File: src/usart_consts.svh
// register offsets, field positions, reset values and timing counts
// assumes a byte-addressed register port with 32-bit data
`ifndef USART_CONSTS_SVH
`define USART_CONSTS_SVH

// ************************************
// register offsets
// ************************************
`define OFS_DATA   8'h00
`define OFS_CTRL   8'h04
`define OFS_STAT   8'h08
`define OFS_MASK   8'h0C
`define OFS_BAUD   8'h10

// ************************************
// control fields
// ************************************
`define CTL_TXEN   0
`define CTL_RXEN   1
`define CTL_SYNC   2
`define CTL_WLEN   3
`define CTL_PAREN  5
`define CTL_PARODD 6
`define CTL_STOP2  7
`define CTL_MSBF   8
`define CTL_HWFC   9
`define CTL_IRDA   10
`define CTL_RS485  11
`define CTL_THR    12
`define CTRL_RST   16'h0008
`define BAUD_RST   16'h0000

// ************************************
// status and mask bits
// ************************************
`define ST_PE      0
`define ST_FE      1
`define ST_OE      2
`define ST_BRK     3
`define ST_TXE     4
`define ST_RXT     5
`define ST_TOUT    6

// ************************************
// timing
// ************************************
`define FIFO_DEPTH 4'd8
`define TPB_ASYNC  4'd15
`define TPB_SYNC   4'd7
`define HALF_ASYNC 4'd7
`define HALF_SYNC  4'd3
`define IR_PULSE   4'd3
`define IR_HOLD    5'd16
`define TOUT_TICKS 10'd640
`define RTS_LIMIT  4'd7

`endif

File: src/usart_pkg.sv
// types shared by the serial transceiver
// assumes usart_consts.svh for the numbers
package usart_pkg;

    typedef enum logic [0:0] {TX_IDLE = 1'b0, TX_RUN = 1'b1} tx_state_e;
    typedef enum logic [1:0]
    {
        RX_IDLE  = 2'b00,
        RX_START = 2'b01,
        RX_DATA  = 2'b10
    } rx_state_e;

    typedef struct packed
    {
        logic [7:0]  addr;
        logic [31:0] wdata;
        logic        wr;
        logic        rd;
    } bus_req_s;

    typedef struct packed
    {
        logic [15:0]      ctrl;
        logic [15:0]      baud;
        logic [6:0]       stat;
        logic [6:0]       mask;
        logic [31:0]      rdata;
        logic [15:0]      bcnt;
        logic [7:0][8:0]  txm;
        logic [2:0]       txw;
        logic [2:0]       txr;
        logic [3:0]       txc;
        logic [7:0][8:0]  rxm;
        logic [2:0]       rxw;
        logic [2:0]       rxr;
        logic [3:0]       rxc;
        tx_state_e        txst;
        logic [12:0]      txsh;
        logic [3:0]       txn;
        logic [3:0]       txt;
        rx_state_e        rxst;
        logic [11:0]      rxsh;
        logic [3:0]       rxn;
        logic [3:0]       rxt;
        logic [4:0]       irst;
        logic [9:0]       tocnt;
        logic             tx_out;
        logic             sclk;
        logic             de;
        logic             rts_n;
        logic             irq;
    } state_s;

endpackage : usart_pkg

File: src/usart_core.sv
// serial transceiver: fifos, framing, infrared, flow control, registers
// assumes pins synchronous to ref_clk and a master that never waits
//
// Local design decisions: the placing of the registers and the plain strobed port.
`timescale 1ns/10ps
`include "usart_consts.svh"

module usart_core
(
    input  wire logic               ref_clk,
    input  wire logic               rst,
    input  wire usart_pkg::bus_req_s bus,
    output logic [31:0]             rd_data,
    input  wire logic               rx_in,
    input  wire logic               cts_n,
    output logic                    tx_out,
    output logic                    sclk,
    output logic                    rts_n,
    output logic                    de,
    output logic                    irq
);

    usart_pkg::state_s st_r;
    usart_pkg::state_s st_nxt;

    logic        tick;
    logic        sync;
    logic [3:0]  nb;
    logic [3:0]  tpbm;
    logic [3:0]  half;
    logic [3:0]  need;
    logic        line;
    logic [6:0]  set;
    logic [6:0]  clr;
    logic [8:0]  rxd;
    logic [8:0]  txd;
    logic        pop_rx;

    // ************************************
    // helpers
    // ************************************
    function automatic logic [8:0] order(input logic [8:0] d,
                                         input logic [3:0] n,
                                         input logic       msb);
        logic [8:0] o;
        o = 9'h000;
        for (int i = 0; i < 9; i++)
            if (i < n)
                o[i] = msb ? d[n - 4'(i) - 4'd1] : d[i];
        return o;
    endfunction : order

    function automatic logic [12:0] frame(input logic [8:0]  d,
                                          input logic [3:0]  n,
                                          input logic [15:0] c);
        logic [12:0] f;
        f = 13'h1FFF;
        f[0] = 1'b0;
        for (int i = 0; i < 9; i++)
            if (i < n)
                f[i + 1] = d[i];
        if (c[`CTL_PAREN])
            f[n + 4'd1] = (^d) ^ c[`CTL_PARODD];
        return f;
    endfunction : frame

    // ************************************
    // next state
    // ************************************
    always_comb
    begin
        st_nxt = st_r;
        set = 7'h00;
        clr = 7'h00;
        pop_rx = 1'b0;
        sync = st_r.ctrl[`CTL_SYNC];
        tpbm = sync ? `TPB_SYNC : `TPB_ASYNC;
        half = sync ? `HALF_SYNC : `HALF_ASYNC;
        nb = 4'd7 + {2'b00, st_r.ctrl[`CTL_WLEN +: 2]};
        if (nb > 4'd9)
            nb = 4'd9;
        need = nb + {3'b000, st_r.ctrl[`CTL_PAREN]} + 4'd1;
        tick = (st_r.bcnt == st_r.baud);
        st_nxt.bcnt = tick ? 16'h0000 : st_r.bcnt + 16'h0001;
        line = st_r.ctrl[`CTL_IRDA] ? (st_r.irst == 5'd0) : rx_in;
        txd = order(st_r.txm[st_r.txr], nb, st_r.ctrl[`CTL_MSBF]);
        rxd = order(st_r.rxsh[8:0], nb, st_r.ctrl[`CTL_MSBF]);

        // register port
        st_nxt.rdata = 32'h0000_0000;
        if (bus.wr)
        begin
            if (bus.addr == `OFS_DATA)
            begin
                if (st_r.txc != `FIFO_DEPTH)
                begin
                    st_nxt.txm[st_r.txw] = bus.wdata[8:0];
                    st_nxt.txw = st_r.txw + 3'd1;
                    st_nxt.txc = st_nxt.txc + 4'd1;
                end
            end
            else if (bus.addr == `OFS_CTRL)
                st_nxt.ctrl = bus.wdata[15:0];
            else if (bus.addr == `OFS_STAT)
                clr = bus.wdata[6:0];
            else if (bus.addr == `OFS_MASK)
                st_nxt.mask = bus.wdata[6:0];
            else if (bus.addr == `OFS_BAUD)
                st_nxt.baud = bus.wdata[15:0];
        end
        if (bus.rd)
        begin
            if (bus.addr == `OFS_DATA)
            begin
                st_nxt.rdata = {23'h00_0000, st_r.rxm[st_r.rxr]};
                pop_rx = (st_r.rxc != 4'd0);
            end
            else if (bus.addr == `OFS_CTRL)
                st_nxt.rdata = {16'h0000, st_r.ctrl};
            else if (bus.addr == `OFS_STAT)
                st_nxt.rdata = {14'h0000, st_r.rxst != usart_pkg::RX_IDLE,
                                st_r.txst == usart_pkg::TX_RUN,
                                st_r.rxc, st_r.txc, 1'b0, st_r.stat};
            else if (bus.addr == `OFS_MASK)
                st_nxt.rdata = {25'h000_0000, st_r.mask};
            else if (bus.addr == `OFS_BAUD)
                st_nxt.rdata = {16'h0000, st_r.baud};
        end
        if (pop_rx)
        begin
            st_nxt.rxr = st_r.rxr + 3'd1;
            st_nxt.rxc = st_nxt.rxc - 4'd1;
        end

        // transmitter
        case (st_r.txst)
            usart_pkg::TX_IDLE:
            begin
                if (st_r.ctrl[`CTL_TXEN] && st_r.txc != 4'd0 &&
                    (!st_r.ctrl[`CTL_HWFC] || !cts_n))
                begin
                    st_nxt.txsh = frame(txd, nb, st_r.ctrl);
                    st_nxt.txn = need + {3'b000, st_r.ctrl[`CTL_STOP2]} +
                                 4'd1;
                    st_nxt.txt = 4'd0;
                    st_nxt.txst = usart_pkg::TX_RUN;
                    st_nxt.txr = st_r.txr + 3'd1;
                    st_nxt.txc = st_nxt.txc - 4'd1;
                    if (st_nxt.txc == 4'd0)
                        set[`ST_TXE] = 1'b1;
                end
            end
            usart_pkg::TX_RUN:
            begin
                if (tick)
                begin
                    if (st_r.txt == tpbm)
                    begin
                        st_nxt.txt = 4'd0;
                        st_nxt.txsh = {1'b1, st_r.txsh[12:1]};
                        st_nxt.txn = st_r.txn - 4'd1;
                        if (st_r.txn == 4'd1)
                            st_nxt.txst = usart_pkg::TX_IDLE;
                    end
                    else
                        st_nxt.txt = st_r.txt + 4'd1;
                end
            end
            default:
                st_nxt.txst = usart_pkg::TX_IDLE;
        endcase

        // infrared pulse stretch
        // load only in infrared mode, else idle high fakes a start bit
        if (st_r.ctrl[`CTL_IRDA] && rx_in)
            st_nxt.irst = `IR_HOLD;
        else if (tick && st_r.irst != 5'd0)
            st_nxt.irst = st_r.irst - 5'd1;

        // receiver
        case (st_r.rxst)
            usart_pkg::RX_IDLE:
            begin
                if (st_r.ctrl[`CTL_RXEN] && !line)
                begin
                    st_nxt.rxst = usart_pkg::RX_START;
                    st_nxt.rxt = 4'd0;
                    st_nxt.rxn = 4'd0;
                    st_nxt.rxsh = 12'h000;
                end
            end
            usart_pkg::RX_START:
            begin
                if (tick)
                begin
                    st_nxt.rxt = st_r.rxt + 4'd1;
                    if (st_r.rxt == half)
                    begin
                        st_nxt.rxt = 4'd0;
                        st_nxt.rxst = line ? usart_pkg::RX_IDLE :
                                             usart_pkg::RX_DATA;
                    end
                end
            end
            usart_pkg::RX_DATA:
            begin
                if (tick)
                begin
                    st_nxt.rxt = st_r.rxt + 4'd1;
                    if (st_r.rxt == tpbm)
                    begin
                        st_nxt.rxt = 4'd0;
                        st_nxt.rxsh[st_r.rxn] = line;
                        st_nxt.rxn = st_r.rxn + 4'd1;
                        if (st_r.rxn == need - 4'd1)
                        begin
                            st_nxt.rxst = usart_pkg::RX_IDLE;
                            set[`ST_FE] = !line;
                            set[`ST_BRK] = !line && st_r.rxsh == 12'h000;
                            set[`ST_PE] = st_r.ctrl[`CTL_PAREN] &&
                                          ((^rxd) ^ st_r.ctrl[`CTL_PARODD]
                                           ^ st_r.rxsh[nb]);
                            if (st_nxt.rxc == `FIFO_DEPTH)
                                set[`ST_OE] = 1'b1;
                            else
                            begin
                                st_nxt.rxm[st_r.rxw] = rxd;
                                st_nxt.rxw = st_r.rxw + 3'd1;
                                st_nxt.rxc = st_nxt.rxc + 4'd1;
                                if (st_nxt.rxc ==
                                    {1'b0, st_r.ctrl[`CTL_THR +: 3]} + 4'd1)
                                    set[`ST_RXT] = 1'b1;
                            end
                        end
                    end
                end
            end
            default:
                st_nxt.rxst = usart_pkg::RX_IDLE;
        endcase

        // receive timeout
        if (st_r.rxc == 4'd0 || st_r.rxst != usart_pkg::RX_IDLE || pop_rx)
            st_nxt.tocnt = 10'd0;
        else if (tick && st_r.tocnt != `TOUT_TICKS)
        begin
            st_nxt.tocnt = st_r.tocnt + 10'd1;
            if (st_nxt.tocnt == `TOUT_TICKS)
                set[`ST_TOUT] = 1'b1;
        end

        // sticky flags: a new event beats a clear
        st_nxt.stat = (st_r.stat & ~clr) | set;
        st_nxt.irq = |(st_nxt.stat & st_nxt.mask);

        // pins
        if (st_nxt.ctrl[`CTL_IRDA])
            st_nxt.tx_out = st_nxt.txst == usart_pkg::TX_RUN &&
                            !st_nxt.txsh[0] && st_nxt.txt < `IR_PULSE;
        else
            st_nxt.tx_out = st_nxt.txst == usart_pkg::TX_IDLE ||
                            st_nxt.txsh[0];
        st_nxt.sclk = st_nxt.ctrl[`CTL_SYNC] &&
                      st_nxt.txst == usart_pkg::TX_RUN &&
                      st_nxt.txt > half;
        st_nxt.de = st_nxt.ctrl[`CTL_RS485] &&
                    st_nxt.txst == usart_pkg::TX_RUN;
        st_nxt.rts_n = st_nxt.ctrl[`CTL_HWFC] &&
                       st_nxt.rxc >= `RTS_LIMIT;
    end

    // ************************************
    // state register
    // ************************************
    always_ff @(posedge ref_clk or posedge rst)
    begin
        if (rst)
        begin
            st_r <= '0;
            st_r.ctrl <= `CTRL_RST;
            st_r.baud <= `BAUD_RST;
            st_r.tx_out <= 1'b1;
        end
        else
            st_r <= st_nxt;
    end

    assign rd_data = st_r.rdata;
    assign tx_out = st_r.tx_out;
    assign sclk = st_r.sclk;
    assign rts_n = st_r.rts_n;
    assign de = st_r.de;
    assign irq = st_r.irq;

endmodule : usart_core

File: config.mk
export PLATFORM = sky130hd
export DESIGN_NAME = usart_core
export DESIGN_NICKNAME = d
export VERILOG_FILES = /design/src/usart_pkg.sv /design/src/usart_core.sv
export VERILOG_INCLUDE_DIRS = /design/src
export SDC_FILE = /design/constraint.sdc
export NUM_CORES = 1
export LEC_CHECK = 0
export BUFFER_PORTS_ARGS = -buffer_cell sky130_fd_sc_hd__buf_2
export CORE_MARGIN = 5
export CORE_UTILIZATION = 30
export CTS_BUF_LIST = sky130_fd_sc_hd__clkbuf_8
export DETAILED_ROUTE_END_ITERATION = 6
export PLACE_DENSITY_LB_ADDON = 0.3
export SETUP_SLACK_MARGIN = 0.4
export SLEW_MARGIN = 30
export SYNTH_ARGS = -nofsm -noshare
export SYNTH_HDL_FRONTEND = slang
export SYNTH_SLANG_ARGS = --single-unit
File: constraint.sdc
create_clock -name ref_clk -period 9.3 [get_ports ref_clk]
set_input_delay 0.93 -clock ref_clk [delete_from_list [all_inputs] [get_ports ref_clk]]
set_output_delay 0.93 -clock ref_clk [all_outputs]
set_load 0.02 [all_outputs]
-- Word level (Yosys, flattened, before mapping)
Index checks and enable logic that the tools add are counted.
- magnitude comparators: 33
- reduce and logical (&&, ||, !) cells: 52
- add/subtract/negate cells: 39
- equal/unequal tests: 26
- multiplexer cells: 198
- bitwise operators: 14
- operator list (cell ; count):
    $bwmux 72 ; 2
    $mux 16 ; 7
    $mux 22 ; 5
    $mux 1 ; 102
    $mux 18 ; 5
    $mux 4 ; 20
    $bmux 1 s4 ; 19
    $mux 7 ; 9
    $lt 4x5->1 const B ; 12
    $mux 28 ; 2
    $bmux 9 s3 ; 2
    $demux 9 s3 ; 2
    $sub 4x1->4 const B ; 13
    $pmux 22 s2 ; 1
    $mux 9 ; 4
    $add 4x1->4 const B ; 8
    $pmux 16 s2 ; 1
    $mux 10 ; 2
    $logic_and 1x1->1 ; 18
    $reduce_xor 9->1 ; 2
    $add 16x1->16 const B ; 1
    $eq 16x16->1 ; 1
    $eq 4x4->1 ; 4
    $eq 8x4->1 const B ; 2
    other kinds (64) ; 118
- bits of input ports: 46
- register bits after elaboration: 322

-- Logic depth before layout (Yosys ltp)
- depth in word-level cells: 20
- mapped depth: 17

-- Least setup slack after synthesis
Ideal clock, no wire load.
- kind: input to register
- from: input bus[34] in the netlist's numbering
- to: register st_r[119] in the netlist's numbering
- data required time: 9168 ps
- slack: 5324 ps
- library setup time: 132 ps
- stages: 13
- data arrival time: 3844 ps
- cell sequence: nor4_1 nor4bb_1 clkbuf_1 nand3_1 xnor2_1 ha_1 inv_1 a221oi_1 nor2b_1 buf_2 nand4b_1 clkbuf_1 o21ai_1
- longest elaborated chain between the ends: 7
- RTL lines (what ; RTL line ; source):
    from (decl) ; usart_core.sv:12 ; input wire usart_pkg::bus_req_s bus,
    $logic_not 8->1 (no line) ; -- ;
    $mux 1 ; usart_core.sv:113 ; if (bus.addr == `OFS_DATA)
    $mux 1 ; usart_core.sv:111 ; if (bus.rd)
    $mux 4 ; usart_core.sv:129 ; if (pop_rx)
    $eq 4x4->1 (no line) ; -- ;
    $not 1->1 (no line) ; -- ;
    $reduce_and 5->1 (no line) ; -- ;
    to (signal assigned) ; usart_core.sv:285 ; st_r <= st_nxt;
    to (decl) ; usart_core.sv:23 ; usart_pkg::state_s st_r;
No other way between the ends.
A chain may end at the register's enable or synchronous reset.

-- Worst setup path after layout
- from: register st_r[309] in the netlist's numbering
- to: register st_r[117] in the netlist's numbering
- longest elaborated chain between the ends: 10
- elaborated cells on any way between the ends: 16
- those cells by class: add/sub (6); order compare (2); eq/ne (1); mux (6); reduce/logical (1)
- RTL lines (what ; RTL line ; source):
    $add 3x2->4 (*) ; usart_core.sv:79 ; nb = 4'd7 + {2'b00, st_r.ctrl[`CTL_WLEN +: 2]};
    $gt 4x4->1 ; usart_core.sv:80 ; if (nb > 4'd9)
    $mux 4 (*) ; usart_core.sv:80 ;
    $sub 4x3->4 ; usart_core.sv:49 ; o[i] = msb ? d[n - 4'(i) - 4'd1] : d[i];
    $sub 4x1->4 ; usart_core.sv:49 ;
    $bmux 1 s4 ; usart_core.sv:49 ;
    $mux 1 (implied by the code) ; usart_core.sv:49 ;
    $mux 1 ; usart_core.sv:49 ;
    $mux 1 ; usart_core.sv:48 ; if (i < n)
    $bwmux 72 ; usart_core.sv:227 ; st_nxt.rxm[st_r.rxw] = rxd;
Every way passes the cells marked *; elsewhere a longest branch is shown, timed or not. The select of a mux whose other input is x is not followed.

==> flow_summary.json <==
{
  "dpl_worst_slack_ns": 3.66,
  "clk_latency_ns": 0.66,
  "routedWlPerCell_um": 19.0,
  "path_clk_slew_ns": 0.06,
  "dp_cells": 2211,
  "critPathBufInv": 2,
  "tightestPinTransition_ns": 1.00,
  "detail-route-antenna-nets": 0,
  "status": "complete, no violations",
  "nets": 1615,
  "power_w": 0.00348,
  "netlist_area_um2": 16600,
  "cp-end-kind": "register",
  "hold_violations": 0,
  "wirelength_um": 43900,
  "viasPerCell": 5.03,
  "drt_iter0_drc": 768,
  "synth_seq_cells": 308,
  "synthToLayoutAreaGrowth_pct": 12.9,
  "crit_slowest_cell": "nor2b_1",
  "worstRegToRegCells": 13,
  "rsz0062_at_grt": "false",
  "hold_class": "input pin to async pin",
  "vias": 11600,
  "diodes": 0,
  "critPathKind": "register to register",
  "path_max_fanout": 24,
  "synth-seq-area-share_pct": 46.5,
  "fmax_mhz": 183,
  "firstDrtPassIters": 5,
  "drv_cap": 0,
  "slowest_delay_ns": 0.78,
  "drcViolationCount": 0,
  "setup_ws_ns": 3.84,
  "seq_area_um2": 7710,
  "cts_tree": "yes",
  "synth_edf_count": 0,
  "fillers": 5518,
  "cp-start-kind": "register",
  "grt_usage_pct": 14.4,
  "drive_gt1_share_pct": 21.9,
  "grt_pass1_vias": 11800,
  "avgSynthCellArea_um2": 11.2,
  "netlist-cell-type-count": 86,
  "max_slew_margin_pct": 32.6,
  "coreArea_um2": 55000,
  "grt_max_degree": 161,
  "r2r-start": "st_r[309]$_DFFE_PP1P_",
  "overflow": 0,
  "fin_crit_ns": 5.46,
  "r2r_end": "st_r[117]$_DFFE_PP0P_",
  "cp_cell_sequence": "ha_1 > buf_4 > ha_1 > fa_1 > xor2_1 > o21ai_0 > nor2_1 > and4b_1 > nor2b_1 > nand2b_1 > nor3b_1 > buf_4 > mux2_1",
  "async_flop_share_pct": 100,
  "synth_simple_gate_area_share_pct": 11.4,
  "synth-compound-area-share_pct": 9.52,
  "synthXorXnorAreaFrac_pct": 4.92,
  "cpLargestDelayFamily": "simple AND/OR/NAND/NOR gates",
  "synth_top_family_by_area": "multiplexers",
  "io_pins": 83,
  "required_ns": 9.82,
  "place_hpwl_um": 30400,
  "ctsRootBufferMaster": "clkbuf_8",
  "start_util_pct": 30.2,
  "h-tree-depth": 2,
  "ys_warn_count": 0,
  "fin_cells": 2313,
  "power.density_nw_per_um2": 186,
  "ir_drop_mv": 0.0900,
  "rows": 86,
  "postSynthCellCount": 1482,
  "cp.arrival_ns": 5.98,
  "cts_setup_buffers": 0,
  "portBuffers": 52,
  "multi_input_area_um2": 8280,
  "synth_ff_type": "dfrtp_1",
  "synthAdderAreaFrac_pct": 3.59,
  "antenna_found_initial": 1,
  "leakagePower_nw": 8.65,
  "setup_viol": 0,
  "clkSinkCount": 308,
  "tns_ns": 0,
  "ctsResizeCount": 0,
  "cts.path.max_buffers": 3,
  "cts_hold_buf": 0,
  "synthMuxAreaShare_pct": 19.8,
  "layout_commonest_cell": "dfrtp_1",
  "most-common-layout-cells": "dfrtp_1 (306), nand2_1 (146), mux2_2 (111), nor2_1 (81), clkbuf_8 (70)",
  "fp.dieArea_um2": 60100,
  "grt_pass1_wl_um": 68300,
  "finalMaxSlewViolations": 0,
  "cts_buffers": 55,
  "r2r_slack_ns": 3.84,
  "final.period_utilization_pct": 58.7,
  "fp.dieW_um": 245,
  "finClkSkew_ns": 0.0301,
  "globalplace.congestion": 0.814,
  "die-height_um": 245
}
## cell families (layout without fill, tap and decap cells)
logic type	count (synthesis)	count (layout)
AND/OR/NAND/NOR	393	393
flip-flops	308	308
multiplexers	248	248
AO/OA/AOI/OAI	244	244
buffers and inverters	151	221
XOR/XNOR	90	90
adder cells (fa/ha/maj)	47	47
other	1	14
## worst register-to-register path, delay by kind of cell (launching register included)
kind	cells	cell delay, ns
and+or+nand+nor	5	2.46
adders and majority gates	3	1.11
buffers and inverters	2	0.63
DFF	1	0.57
muxes	1	0.34
xor gates and xnor gates	1	0.13
AOI/OAI and AO/OA	1	0.09
## synthesized netlist by cell type, drive strengths merged (4+ instances only)
cell type	instances	area, µm²
nor3	26	155
a31oi	5	31.3
a21oi	59	299
mux2i	34	340
o211ai	4	30.0
nor2b	10	62.6
ha	46	576
xor2	46	403
clkbuf	56	210
a211oi	6	45.0
nand2b	10	62.6
buf	48	332
nand3	34	170
mux4	46	1040
inv	44	165
mux2	168	1900
a22o	5	43.8
dfrtp	306	7660
a22oi	13	97.6
nor2	84	315
nand4	12	75.1
or3	6	37.5
nor3b	6	45.0
a2111oi	5	43.8
a21boi	5	37.5
nand2	146	548
a222oi	8	80.1
and3	18	113
a21o	7	52.6
nor4	14	93.8
xnor2	42	368
a221oi	8	70.1
o21ai	83	419
and2	9	58.8
o31ai	4	30.0
## power breakdown
| group | switching (W) | internal (W) | total (W) |
|---|---|---|---|
| sequential | 0.000106 | 0.00143 | 0.00154 |
| combinational | 0.000378 | 0.000236 | 0.000614 |
| clock | 0.000589 | 0.000736 | 0.00133 |
## sequential cells by signal (all words and copies together), names as in the netlist
| register | flops |
|---|---|
| de | 1 |
| irq | 1 |
| rd_data | 18 |
| rts_n | 1 |
| sclk | 1 |
| st_r | 285 |
| tx_out | 1 |
## stage by stage
stage	hold slack [ns]	utilization (%)	cell area, µm²
5_1_grt	0.368	34.1	18700
6_report	0.366	34.1	18700
2_1_floorplan	0.435	-	16600
4_1_cts	0.327	34.0	18700
3_5_place_dp	0.454	31.9	17500
3_3_place_gp	0.456	31.8	17500
## metal layers
metal | vias to the layer above | GRT usage [%] | wire, µm
met1 | 5893 | 19.5 | 19800
met4 | 2 | 4.55 | 1160
met2 | 269 | 23.0 | 20600
met3 | 67 | 3.17 | 2290
li1 | 5409 | - | -
met5 | - | 0 | 13
## worst max-delay path by stage
stage,startpoint,end,slack (ns),cells after the start
final,st_r[309]$_DFFE_PP1P_,st_r[117]$_DFFE_PP0P_,3.84,13
after global routing,st_r[309]$_DFFE_PP1P_,st_r[117]$_DFFE_PP0P_,3.40,13
after CTS,st_r[309]$_DFFE_PP1P_,st_r[117]$_DFFE_PP0P_,3.77,13
after detailed placement,bus[34],st_r[116]$_DFFE_PP0P_,3.66,14
after global placement,bus[34],st_r[102]$_DFFE_PP0P_,3.82,12
after floorplan,rst,de$_DFF_PP0_,4.27,1
## layout make-up
class	instances	area share (%)
multi-input cells	1036	44.2
clock buffers	70	5.14
inverters	47	0.962
well taps	748	4.99
flip-flops and latches	308	41.1
clock inverters	30	1.11
repair buffers	74	2.46
Note: power is estimated with default switching activity, not from simulation.
